**src/hdl/stop_seq_regs.vh**
```
// constants for the stop and fault response sequencer
`ifndef STOP_SEQ_REGS_VH
`define STOP_SEQ_REGS_VH
`define CLK_HZ 10000000
`define ENABLE_OFF_DELAY_MS 100
`define SETPOINT_RAMP_MS 10
`define BRAKE_TIMEOUT_MS 5000
`define ENABLE_OFF_DELAY_CYC ((`ENABLE_OFF_DELAY_MS * (`CLK_HZ / 1000)))
`define SETPOINT_RAMP_CYC ((`SETPOINT_RAMP_MS * (`CLK_HZ / 1000)))
`define BRAKE_TIMEOUT_CYC ((`BRAKE_TIMEOUT_MS * (`CLK_HZ / 1000)))
`define BRAKE_SPEED_RPM 5
`define CODE_NONE 8'h00
`define CODE_WARN_PHASE 8'h05
`define CODE_ERR_UNDERVOLT 8'h05
`define CODE_ERR_PHASE 8'h19
`define CODE_MAINS_READY 8'h16
`define CODE_ERR_HARD 8'hFF
`define KIND_NONE 2'h0
`define KIND_WARN 2'h1
`define KIND_ERR 2'h2
`endif

```
**src/hdl/sync2.v**
```verilog
// two flip-flop synchroniser
`timescale 1ns/1ps
module sync2 #(
	parameter W = 1
) (
	input wire core_clk_i,
	input wire rst_n_i,
	input wire ce_i,
	input wire [W-1:0] d_i,
	output wire [W-1:0] q_o
);
	reg [W-1:0] s1_q;
	reg [W-1:0] s2_q;
	always @(posedge core_clk_i or negedge rst_n_i) begin
		if (!rst_n_i) begin
			s1_q <= {W{1'b0}};
			s2_q <= {W{1'b0}};
		end else if (ce_i) begin
			s1_q <= d_i;
			s2_q <= s1_q;
		end
	end
	assign q_o = s2_q;
endmodule

```
**src/hdl/down_timer.v**
```verilog
// loadable down counter with expiry flag
`timescale 1ns/1ps
module down_timer #(
	parameter W = 26
) (
	input wire core_clk_i,
	input wire rst_n_i,
	input wire ce_i,
	input wire load_i,
	input wire [W-1:0] value_i,
	input wire run_i,
	output wire [W-1:0] count_o,
	output wire expired_o
);
	reg [W-1:0] cnt_q;
	always @(posedge core_clk_i or negedge rst_n_i) begin
		if (!rst_n_i) begin
			cnt_q <= {W{1'b0}};
		end else if (ce_i) begin
			if (load_i) begin
				cnt_q <= value_i;
			end else if (run_i && cnt_q != {W{1'b0}}) begin
				cnt_q <= cnt_q - {{(W-1){1'b0}}, 1'b1};
			end
		end
	end
	assign count_o = cnt_q;
	assign expired_o = (cnt_q == {W{1'b0}});
endmodule

```
**src/hdl/drive_stop_fault_sequencer.v**
```verilog
// stop and fault response sequencer of a servo drive
// Behaviour
// - both responses zero: coast, drive removed
// - both responses one: controlled ramp, then off
// - phase loss warning: warn, limit current, enabled
// - phase warning shows mains-ready on output
// - phase loss error: fault, disable, open contact
// - phase error with fault response: ramp first
// - undervoltage: fault, respond per configuration
// - brake enabled: enable loss brakes, special off
// - hard faults switch off at once
// - phase error ramps even with enable held
// - setpoint ramp 10 ms within 100 ms window
// - brake at 5 rpm or 5 s timeout
`timescale 1ns/1ps
`include "stop_seq_regs.vh"
module drive_stop_fault_sequencer #(
	parameter SPEED_W = 16,
	parameter TW = 26,
	parameter [TW-1:0] ENABLE_OFF_DELAY_CYC = `ENABLE_OFF_DELAY_CYC,
	parameter [TW-1:0] SETPOINT_RAMP_CYC = `SETPOINT_RAMP_CYC,
	parameter [TW-1:0] BRAKE_TIMEOUT_CYC = `BRAKE_TIMEOUT_CYC,
	parameter [SPEED_W-1:0] BRAKE_SPEED_RPM = `BRAKE_SPEED_RPM
) (
	input wire core_clk_i,
	input wire rst_n_i,
	input wire ce_i,
	// asynchronous pins
	input wire enable_i,
	input wire phase_loss_i,
	input wire undervoltage_i,
	input wire hard_fault_i,
	// configuration and measurements, same clock
	input wire enable_loss_response_i,
	input wire fault_response_select_i,
	input wire phase_loss_response_i,
	input wire brake_function_i,
	input wire [SPEED_W-1:0] speed_rpm_i,
	input wire [SPEED_W-1:0] setpoint_i,
	input wire clear_i,
	// stage, brake and status outputs
	output reg drive_on_o,
	output reg current_limit_o,
	output reg [SPEED_W-1:0] setpoint_o,
	output reg brake_engage_o,
	output reg ready_to_operate_contact_o,
	output reg mains_ready_out_o,
	output reg warning_o,
	output reg error_o,
	output reg [7:0] status_code_o,
	output reg [1:0] state_o
);
	// sequencer states
	localparam [1:0] S_IDLE = 2'h0;
	localparam [1:0] S_RUN = 2'h1;
	localparam [1:0] S_RAMP = 2'h2;
	localparam [1:0] S_OFF = 2'h3;

	// synchronised pins
	wire [3:0] pin_s;
	wire en_s = pin_s[0];
	wire phase_s = pin_s[1];
	wire uv_s = pin_s[2];
	wire hard_s = pin_s[3];
	// ramp window and brake timeout
	wire [TW-1:0] win_cnt;
	wire win_exp;
	wire [TW-1:0] brk_cnt;
	wire brk_exp;

	// sequencer state
	reg [1:0] st_q;
	reg [1:0] st_d;
	reg fault_q;
	reg ramp_load;
	reg [SPEED_W-1:0] step_q;

	// per-cycle ramp decrement, at least one
	function [SPEED_W-1:0] step_of;
		input [SPEED_W-1:0] sp;
		reg [TW+SPEED_W-1:0] q;
		begin
			q = {{TW{1'b0}}, sp} / {{SPEED_W{1'b0}}, SETPOINT_RAMP_CYC};
			step_of = (q[SPEED_W-1:0] == {SPEED_W{1'b0}}) ? {{(SPEED_W-1){1'b0}}, 1'b1} : q[SPEED_W-1:0];
		end
	endfunction

	// saturating subtraction down to zero
	function [SPEED_W-1:0] sat_sub;
		input [SPEED_W-1:0] a;
		input [SPEED_W-1:0] b;
		begin
			sat_sub = (a > b) ? a - b : {SPEED_W{1'b0}};
		end
	endfunction

	// code of the highest-priority active fault
	function [7:0] fault_code;
		input hard;
		input phase;
		begin
			if (hard) begin
				fault_code = `CODE_ERR_HARD;
			end else if (phase) begin
				fault_code = `CODE_ERR_PHASE;
			end else begin
				fault_code = `CODE_ERR_UNDERVOLT;
			end
		end
	endfunction

	// all four event pins come from outside the clock domain
	sync2 #(.W(4)) u_sync (
		.core_clk_i(core_clk_i),
		.rst_n_i(rst_n_i),
		.ce_i(ce_i),
		.d_i({hard_fault_i, undervoltage_i, phase_loss_i, enable_i}),
		.q_o(pin_s)
	);

	// window ends the ramp when no brake is fitted
	down_timer #(.W(TW)) u_window (
		.core_clk_i(core_clk_i),
		.rst_n_i(rst_n_i),
		.ce_i(ce_i),
		.load_i(ramp_load),
		.value_i(ENABLE_OFF_DELAY_CYC),
		.run_i(st_q == S_RAMP),
		.count_o(win_cnt),
		.expired_o(win_exp)
	);

	// brake timeout bounds every ramp
	down_timer #(.W(TW)) u_brake (
		.core_clk_i(core_clk_i),
		.rst_n_i(rst_n_i),
		.ce_i(ce_i),
		.load_i(ramp_load),
		.value_i(BRAKE_TIMEOUT_CYC),
		.run_i(st_q == S_RAMP),
		.count_o(brk_cnt),
		.expired_o(brk_exp)
	);

	// event qualification and ramp completion
	wire phase_err = phase_s && phase_loss_response_i;
	wire ctrl_stop = fault_response_select_i && enable_loss_response_i;
	wire any_fault = phase_err || uv_s;
	wire speed_low = (speed_rpm_i <= BRAKE_SPEED_RPM);
	wire ramp_done = speed_low || brk_exp || (win_exp && !brake_function_i);

	// next state
	always @* begin
		st_d = st_q;
		ramp_load = 1'b0;
		case (st_q)
			// waiting for enable with no fault held
			S_IDLE: begin
				if (en_s && !fault_q && !hard_s && !any_fault) begin
					st_d = S_RUN;
				end
			end
			// stage running, watching events
			S_RUN: begin
				if (hard_s) begin
					st_d = S_OFF;
				end else if (any_fault) begin
					// fault ramps even with enable held
					if (fault_response_select_i) begin
						st_d = S_RAMP;
						ramp_load = 1'b1;
					end else begin
						st_d = S_OFF;
					end
				end else if (!en_s) begin
					// ramp when controlled or braking, else coast
					if (ctrl_stop || brake_function_i) begin
						st_d = S_RAMP;
						ramp_load = 1'b1;
					end else begin
						st_d = S_OFF;
					end
				end
			end
			// controlled deceleration
			S_RAMP: begin
				if (hard_s) begin
					st_d = S_OFF;
				end else if (ramp_done) begin
					st_d = S_OFF;
				end
			end
			// stage off, brake engaged
			S_OFF: begin
				if (!en_s && speed_low) begin
					st_d = S_IDLE;
				end
			end
			default: begin
				st_d = S_IDLE;
			end
		endcase
	end

	// next-state decodes shared by the output registers
	wire run_next = (st_d == S_RUN);
	wire ramp_next = (st_d == S_RAMP);
	wire stop_next = (st_d == S_OFF) || (st_d == S_IDLE);
	wire phase_warn = phase_s && !phase_loss_response_i;
	wire fault_event = hard_s || any_fault;
	// first ramp step uses the fresh step, not the stale one
	wire [SPEED_W-1:0] step_now = ramp_load ? step_of(setpoint_o) : step_q;

	// state register
	always @(posedge core_clk_i or negedge rst_n_i) begin
		if (!rst_n_i) begin
			st_q <= S_IDLE;
			state_o <= S_IDLE;
		end else if (ce_i) begin
			st_q <= st_d;
			state_o <= st_d;
		end
	end

	// output stage, brake and current limit
	always @(posedge core_clk_i or negedge rst_n_i) begin
		if (!rst_n_i) begin
			drive_on_o <= 1'b0;
			brake_engage_o <= 1'b1;
			current_limit_o <= 1'b0;
			mains_ready_out_o <= 1'b0;
		end else if (ce_i) begin
			drive_on_o <= run_next || ramp_next;
			// brake released only while the stage runs
			brake_engage_o <= stop_next;
			current_limit_o <= phase_warn && run_next;
			mains_ready_out_o <= phase_warn;
		end
	end

	// setpoint follows input while running, ramps down while stopping
	always @(posedge core_clk_i or negedge rst_n_i) begin
		if (!rst_n_i) begin
			step_q <= {SPEED_W{1'b0}};
			setpoint_o <= {SPEED_W{1'b0}};
		end else if (ce_i) begin
			// step is held for the whole ramp
			if (ramp_load) begin
				step_q <= step_now;
			end
			if (run_next) begin
				setpoint_o <= setpoint_i;
			end else if (ramp_next) begin
				setpoint_o <= sat_sub(setpoint_o, step_now);
			end else begin
				setpoint_o <= {SPEED_W{1'b0}};
			end
		end
	end

	// latched status; set wins over clear
	always @(posedge core_clk_i or negedge rst_n_i) begin
		if (!rst_n_i) begin
			fault_q <= 1'b0;
			error_o <= 1'b0;
			warning_o <= 1'b0;
			status_code_o <= `CODE_NONE;
		end else if (ce_i) begin
			if (fault_event) begin
				fault_q <= 1'b1;
				error_o <= 1'b1;
				warning_o <= 1'b0;
				status_code_o <= fault_code(hard_s, phase_err);
			end else if (phase_s && !fault_q) begin
				// warning latches only while no error is held
				warning_o <= 1'b1;
				status_code_o <= `CODE_WARN_PHASE;
			end else if (clear_i) begin
				fault_q <= 1'b0;
				error_o <= 1'b0;
				warning_o <= 1'b0;
				status_code_o <= `CODE_NONE;
			end
		end
	end

	// ready contact opens on any fault until cleared
	always @(posedge core_clk_i or negedge rst_n_i) begin
		if (!rst_n_i) begin
			ready_to_operate_contact_o <= 1'b0;
		end else if (ce_i) begin
			ready_to_operate_contact_o <= !(fault_event || fault_q);
		end
	end
endmodule

```
**config.mk**
```make
export PLATFORM = sky130hd
export DESIGN_NAME = drive_stop_fault_sequencer
export DESIGN_NICKNAME = d
export VERILOG_FILES = /design/src/hdl/sync2.v /design/src/hdl/down_timer.v /design/src/hdl/drive_stop_fault_sequencer.v
export VERILOG_INCLUDE_DIRS = /design/src /design/src/hdl
export SDC_FILE = /design/constraint.sdc
export NUM_CORES = 1
export LEC_CHECK = 0
export BUFFER_PORTS_ARGS = -buffer_cell sky130_fd_sc_hd__buf_2
export CAP_MARGIN = 10
export CORE_ASPECT_RATIO = 0.5
export CORE_MARGIN = 8
export CORE_UTILIZATION = 45
export DETAILED_ROUTE_END_ITERATION = 10
export GPL_TIMING_DRIVEN = 0
export MAX_ROUTING_LAYER = met4
export PLACE_DENSITY = 0.66
export SETUP_SLACK_MARGIN = 0.4
export SLEW_MARGIN = 20
export SYNTH_ARGS = -nofsm -noshare
export SYNTH_HDL_FRONTEND = slang
export SYNTH_SLANG_ARGS = --single-unit
```
**constraint.sdc**
```tcl
create_clock -name core_clk_i -period 3.2 [get_ports core_clk_i]
set_input_delay 0 -clock core_clk_i [delete_from_list [all_inputs] [get_ports core_clk_i]]
set_output_delay 0 -clock core_clk_i [all_outputs]
set_load 0.01 [all_outputs]
```
**Yosys cells after proc, flatten, opt, wreduce, memory -nomap -nowiden**

Cells that the tools add are included.

- Add/sub/neg operators: 3
- Divide/modulo/power cells: 1
- Magnitude comparators: 2
- Eq/ne operators: 7
- Mux-type cells: 35
- Reductions and logical operators: 43

Operators by type and width:

| operator | count |
|---|---|
| $mux 26 | 4 |
| $mux 16 | 5 |
| $logic_not 26->1 | 2 |
| $reduce_bool 26->1 | 2 |
| $sub 26x1->26 const B | 2 |
| $div 16x17->42 const B | 1 |
| $mux 8 | 4 |
| $gt 16x16->1 | 1 |
| $le 16x3->1 const B | 1 |
| $logic_not 16->1 | 1 |
| $sub 16x16->16 | 1 |
| $mux 2 | 7 |
| $mux 1 | 13 |
| $logic_and 1x1->1 | 12 |
| $eq 2x2->1 const B | 4 |
| $logic_or 1x1->1 | 8 |
| $pmux 2 s4 | 1 |
| $reduce_and 2->1 | 4 |
| $logic_not 1->1 | 7 |
| $reduce_bool 2->1 | 3 |
| $mux 5 | 1 |
| $eq 2x1->1 const B | 2 |
| $logic_not 2->1 | 2 |
| $reduce_and 3->1 | 1 |
| 2 further kinds | 2 |

- Register bits: 109
- Input port bits: 44
- Output and inout bits: 33
- Logic and storage cells: 106

**Longest topological paths before layout**

- Depth after elaboration: 12
- Gate-level depth with buffers: 14
- Gate-level depth less buffers: 14

**Hierarchy**

From an unflattened synthesis, not the netlist that was laid out.

- Cells, all modules: 803
- Area, all modules: 7173.1 um^2

By module, submodules not included:

| module | instances | cells each | area an instance (um^2) |
|---|---|---|---|
| down_timer | 2 | 231 | 1951.9 |
| drive_stop_fault_sequencer | 1 | 324 | 2937.8 |
| sync2 | 1 | 17 | 331.6 |

**Worst setup path before layout**

No wires, ideal clock.

- Path kind: reg2reg
- Start: register u_window.cnt_q[22] (netlist: u_window.count_o[22])
- End: register setpoint_o[10]
- Setup time: 0.145 ns
- Data arrival time: 3.415 ns
- Data required time: 3.055 ns
- Slack: -0.360 ns
- Cell stages (with the launch flop): 14
- Clock period less this slack: 3.560 ns
- Path through: dfrtp_1 -> or4_4 -> or4b_4 -> or3_1 -> o2111ai_1 -> a21o_2 -> o21a_1 -> ha_1 -> clkbuf_1 -> nand3b_1 -> a21oi_1 -> a21bo_2 -> clkbuf_1 -> o221ai_1

- Cells in the longest elaborated chain, start to end: 9
- Elaborated cells between the ends (all ways): 10
- Those cells by class: 2 x eq/ne; 5 x mux; 3 x reduce/logical

Ends and longest elaborated chain:

| item | RTL line | RTL |
|---|---|---|
| start: declaration | down_timer.v:15 | `reg [W-1:0] cnt_q;` |
| start signal: assignment | down_timer.v:18 | `cnt_q <= {W{1'b0}};` |
| start signal: assignment | down_timer.v:21 | `cnt_q <= value_i;` |
| start signal: assignment | down_timer.v:23 | `cnt_q <= cnt_q - {{(W-1){1'b0}}, 1'b1};` |
| $logic_not 26->1 * | down_timer.v:28 | `assign expired_o = (cnt_q == {W{1'b0}});` |
| $logic_and 1x1->1 * | drive_stop_fault_sequencer.v:150 | `wire ramp_done = speed_low \|\| brk_exp \|\| (win_exp && !brake_function_i);` |
| $logic_or 1x1->1 * | drive_stop_fault_sequencer.v:150 |  |
| $mux 2 * | drive_stop_fault_sequencer.v:189 | `end else if (ramp_done) begin` |
| $mux 2 * | drive_stop_fault_sequencer.v:187 | `if (hard_s) begin` |
| $pmux 2 s4 * | drive_stop_fault_sequencer.v:156 | `case (st_q)` |
| named net st_d[0] | drive_stop_fault_sequencer.v:73 | `reg [1:0] st_d;` |
| $eq 2x2->1 | drive_stop_fault_sequencer.v:207 | `wire ramp_next = (st_d == S_RAMP);` |
| $mux 16 | drive_stop_fault_sequencer.v:253 | `end else if (ramp_next) begin` |
| $mux 16 * | drive_stop_fault_sequencer.v:251 | `if (run_next) begin` |
| end signal: assignment | drive_stop_fault_sequencer.v:252 | `setpoint_o <= setpoint_i;` |
| end signal: assignment | drive_stop_fault_sequencer.v:254 | `setpoint_o <= sat_sub(setpoint_o, step_now);` |
| end signal: assignment | drive_stop_fault_sequencer.v:256 | `setpoint_o <= {SPEED_W{1'b0}};` |
| end: declaration | drive_stop_fault_sequencer.v:44 | `output reg [SPEED_W-1:0] setpoint_o,` |

Mark *: on every way through the listed nets, which the timed path passes. The rest lies on a longest branch.
A chain may end at the register's enable or synchronous reset.

**Worst setup path after layout**

- Start: register u_window.cnt_q[22] (netlist: u_window.count_o[22])
- End: register setpoint_o[4]

Same word-level chain as after synthesis.

==> metrics.txt <==
Post-synth top flop dfrtp_1; post-route cell area 0.007467 mm²; clock skew 5.671 ps; worst skew pair latency 350 ps; Comb pwr share 0.491; die width 177.1 µm; Max Slew Vio Count 0; status complete, but fails checks; cells after synthesis 619; power per cell area 828.0 mW/mm²; Yosys warning count 0; wire per inst 16.13 µm; Critical Path Source u_window.count_o[22]$_DFFE_PN0P_; LEAKAGE 3.402 nW; CTS sink cnt 105; die area 0.01710 mm²; CP bufs+invs 2; worst hold slack -3.619 ps; CP endpoint kind flip-flop; CP cell instances or4_4 > or4b_4 > or3_4 > o2111ai_2 > a21o_2 > o21a_1 > ha_2 > buf_8 > nand3b_1 > a21oi_1 > a21bo_4 > clkbuf_16 > o221ai_2; Fillers 1,087; # setup viols final 16; Max-Slew Margin vs Limit 0.5234; Clock Tree Root clkbuf_16; Starting Density 0.4610; Slowest cell on crit path or4_4; cell family with most CP delay simple AND/OR/NAND/NOR gates; DRT iter0 DRCs 408; mux contribution to synthesized area 0.01715; critical path peak fanout 6; WP data required 3410 ps; H-tree depth 3; first drt pass iteration count 4; Final Cycle Share 1.044; Worst Tran Pin Value 715.0 ps; setup slack after placement -602.3 ps; CP arrival 3550 ps; Synth Area in Compound Gates 0.1622; Flop pwr share 0.334; Layout Nets 825; Post-Syn Area 0.005838 mm²; Async SR Flop Fraction 1.000; CP Capture Point setpoint_o[4]$_DFFE_PN0P_; area of the multi-input gates 0.003188 mm²; fmax 299.2 MHz; commonest non-fill, non-tap cell in the layout dfrtp_1; total wire length 15,020 µm; min Tclk post-route 3342 ps; Core Region 0.01266 mm²; ratio of cells with drive above 1 in the final layout 0.2562; library cells used by synthesis 66; worst hold path class in2reg; first-pass GRT wire length 24,870 µm; TritonCTS clock tree yes; internal power 3.690 mW; antenna viol nets, final 0; Reg clk slew, reported paths 70 ps; commonest cells after routing, fill and taps aside 104 x dfrtp_1, 78 x buf_2, 62 x nand2_1; I/O Buffers 75; vias in the first global route 4,919; cell count along the critical path 13; Die H 96.54 µm; RSZ-0062 raised after global routing yes; Synth Area in XOR/XNOR 0.05701; number of synthesized flops with an enable pin 0; initial antenna violation count 0; Reg2Reg Setup Slack -140 ps; CP peak stage delay 540 ps; Setup WS post-layout -142.1 ps; Syn Nets 688; Finished Layout Cells 931; syn avg cell area 9.432 µm²; failing checks negative hold slack, negative setup slack; std cell rows 29; clock power share 0.175; Reg area 0.002629 mm²; Crit Path Category reg2reg; DP Wirelength 10,240 µm; sum of negative setup slack -1808 ps; pin count of the biggest net entering global routing 62; # IOs 77; DRC 0; CTS buffer count 9; R2R depth 13; RR Endpoint setpoint_o[4]$_DFFE_PN0P_; Adder-Cell Fraction of Synth Area 0.05486; Vias/cell 5.475; simple-gate share of the synthesized area 0.2201; total inserted antenna cells 0; Area growth, synth to finish 27.90%; largest family of logic cells by synthesized area simple AND/OR/NAND/NOR gates; sequential element share of the synthesized area 0.4503; VDD IR-drop max 0.0004256 V; register bit total from synthesis 105; Hold Fails Final Rpt 1; total number of vias 5,097; GRT Residual Overflow 0; Reg2Reg Launch Point u_window.count_o[22]$_DFFE_PN0P_; MaxCap Viol Count 0; clk buf depth 2; routability congestion estimate 0.8501; Psw 2.492 mW; startpoint types flip-flop; switching power share of the total 0.4031; gr usage total 0.1849; dpl cell area 0.006472 mm²; post-placement cell count 865
-- worst min-delay path by stage --
stage | start | end | slack [ps] | cells past startpoint
after floorplan | rst_n_i | current_limit_o$_DFFE_PN0P_ | -300 | 0
after global placement | undervoltage_i | u_sync.s1_q[2]$_DFFE_PN0P_ | 230 | 2
after detailed placement | rst_n_i | u_brake.count_o[15]$_DFFE_PN0P_ | -40 | 1
after CTS | setpoint_i[12] | setpoint_o[12]$_DFFE_PN0P_ | 3 | 4
after global routing | setpoint_i[1] | setpoint_o[1]$_DFFE_PN0P_ | 10 | 4
final | setpoint_i[1] | setpoint_o[1]$_DFFE_PN0P_ | -4 | 4
-- repair_timing --
| item | 4_1_cts | 5_1_grt |
|---|---|---|
| resized for setup | 42 | 34 |
| hold buffers | 22 | 1 |
| gates cloned | 2 | 0 |
| endpoints found under the hold margin | 77 | 1 |
| setup endpoints to repair | 29 | 32 |
| pin swaps | 21 | 15 |
| setup buffers | 19 | 6 |
-- power by group through the flow --
| stage | Clock (mW) | Sequential [mW] | Combinational, mW |
|---|---|---|---|
| floorplan | 0 | 2.04 | 1.99 |
| global placement | 0 | 2.08 | 2.53 |
| detailed placement | 0 | 2.09 | 2.56 |
| CTS | 1.11 | 2.06 | 2.92 |
| global route | 1.16 | 2.13 | 3.36 |
| finish | 1.08 | 2.07 | 3.04 |
-- cell usage after synthesis (8+ instances only) --
cell type / number / area share
o21ai_0: 36 / 0.031
inv_1: 23 / 0.015
nor3_1: 16 / 0.014
dfrtp_1: 104 / 0.45
a21oi_1: 36 / 0.031
nand3_1: 33 / 0.028
or3_1: 11 / 0.012
mux2_2: 8 / 0.015
nand2_1: 65 / 0.042
ha_1: 24 / 0.051
o221ai_1: 11 / 0.017
and3_1: 13 / 0.014
clkbuf_1: 24 / 0.015
and2_1: 15 / 0.016
nand2b_1: 8 / 0.0086
nor4_1: 9 / 0.0096
xnor2_1: 23 / 0.035
nor2_1: 41 / 0.026
xor2_1: 15 / 0.023
-- per-stage QoR --
stage / utilization / power [mW]
after floorplan: - / 4.030
after global placement: 0.5084 / 4.609
after detailed placement: 0.5111 / 4.645
after CTS: 0.5790 / 6.082
after global routing: 0.5897 / 6.652
final: 0.5897 / 6.183
-- worst reg2reg max path, delay by kind of cell, from the launching register on --
kind / cells / cell delay, ps
AOI/OAI and AO/OA: 6 / 830
adders and majority gates: 1 / 180
buffers and inverters: 2 / 270
DFF: 1 / 380
and+or+nand+nor: 4 / 1560
-- state kept, by name, summed over array words and instances (netlist names) --
signal	count
brake_engage_o	1
current_limit_o	1
drive_on_o	1
fault_q	1
mains_ready_out_o	1
ready_to_operate_contact_o	1
setpoint_o	16
st_q	2
status_code_o	4
step_q	16
u_brake.count_o	26
u_sync.q_o	4
u_sync.s1_q	4
u_window.count_o	26
warning_o	1
-- per-layer routing --
metal	GRT usage	wire, µm
met5	-	0
met4	0.05212	205
met3	0.03530	757
met2	0.3011	7053
met1	0.2347	7002
-- final cells by class --
cell class / count / area share
Buffer: 31 / 0.02564
Timing Repair Buffer: 126 / 0.1158
Sequential cell: 105 / 0.3520
Clock inverter: 6 / 0.007038
Tap cell: 170 / 0.02849
Clock buffer: 10 / 0.03200
Multi-Input combinational cell: 459 / 0.4269
Inverter: 24 / 0.01206
-- logic make-up (layout without fill, tap and decap cells) --
family | after synthesis | in the layout
and+or+nand+nor | 246 | 246
AOI/OAI and AO/OA | 141 | 141
DFF | 105 | 105
buffers and inverters | 55 | 197
xor gates and xnor gates | 38 | 38
adders and majority gates | 25 | 25
muxes | 9 | 9
No activity file was read; power rests on OpenSTA's default activity.
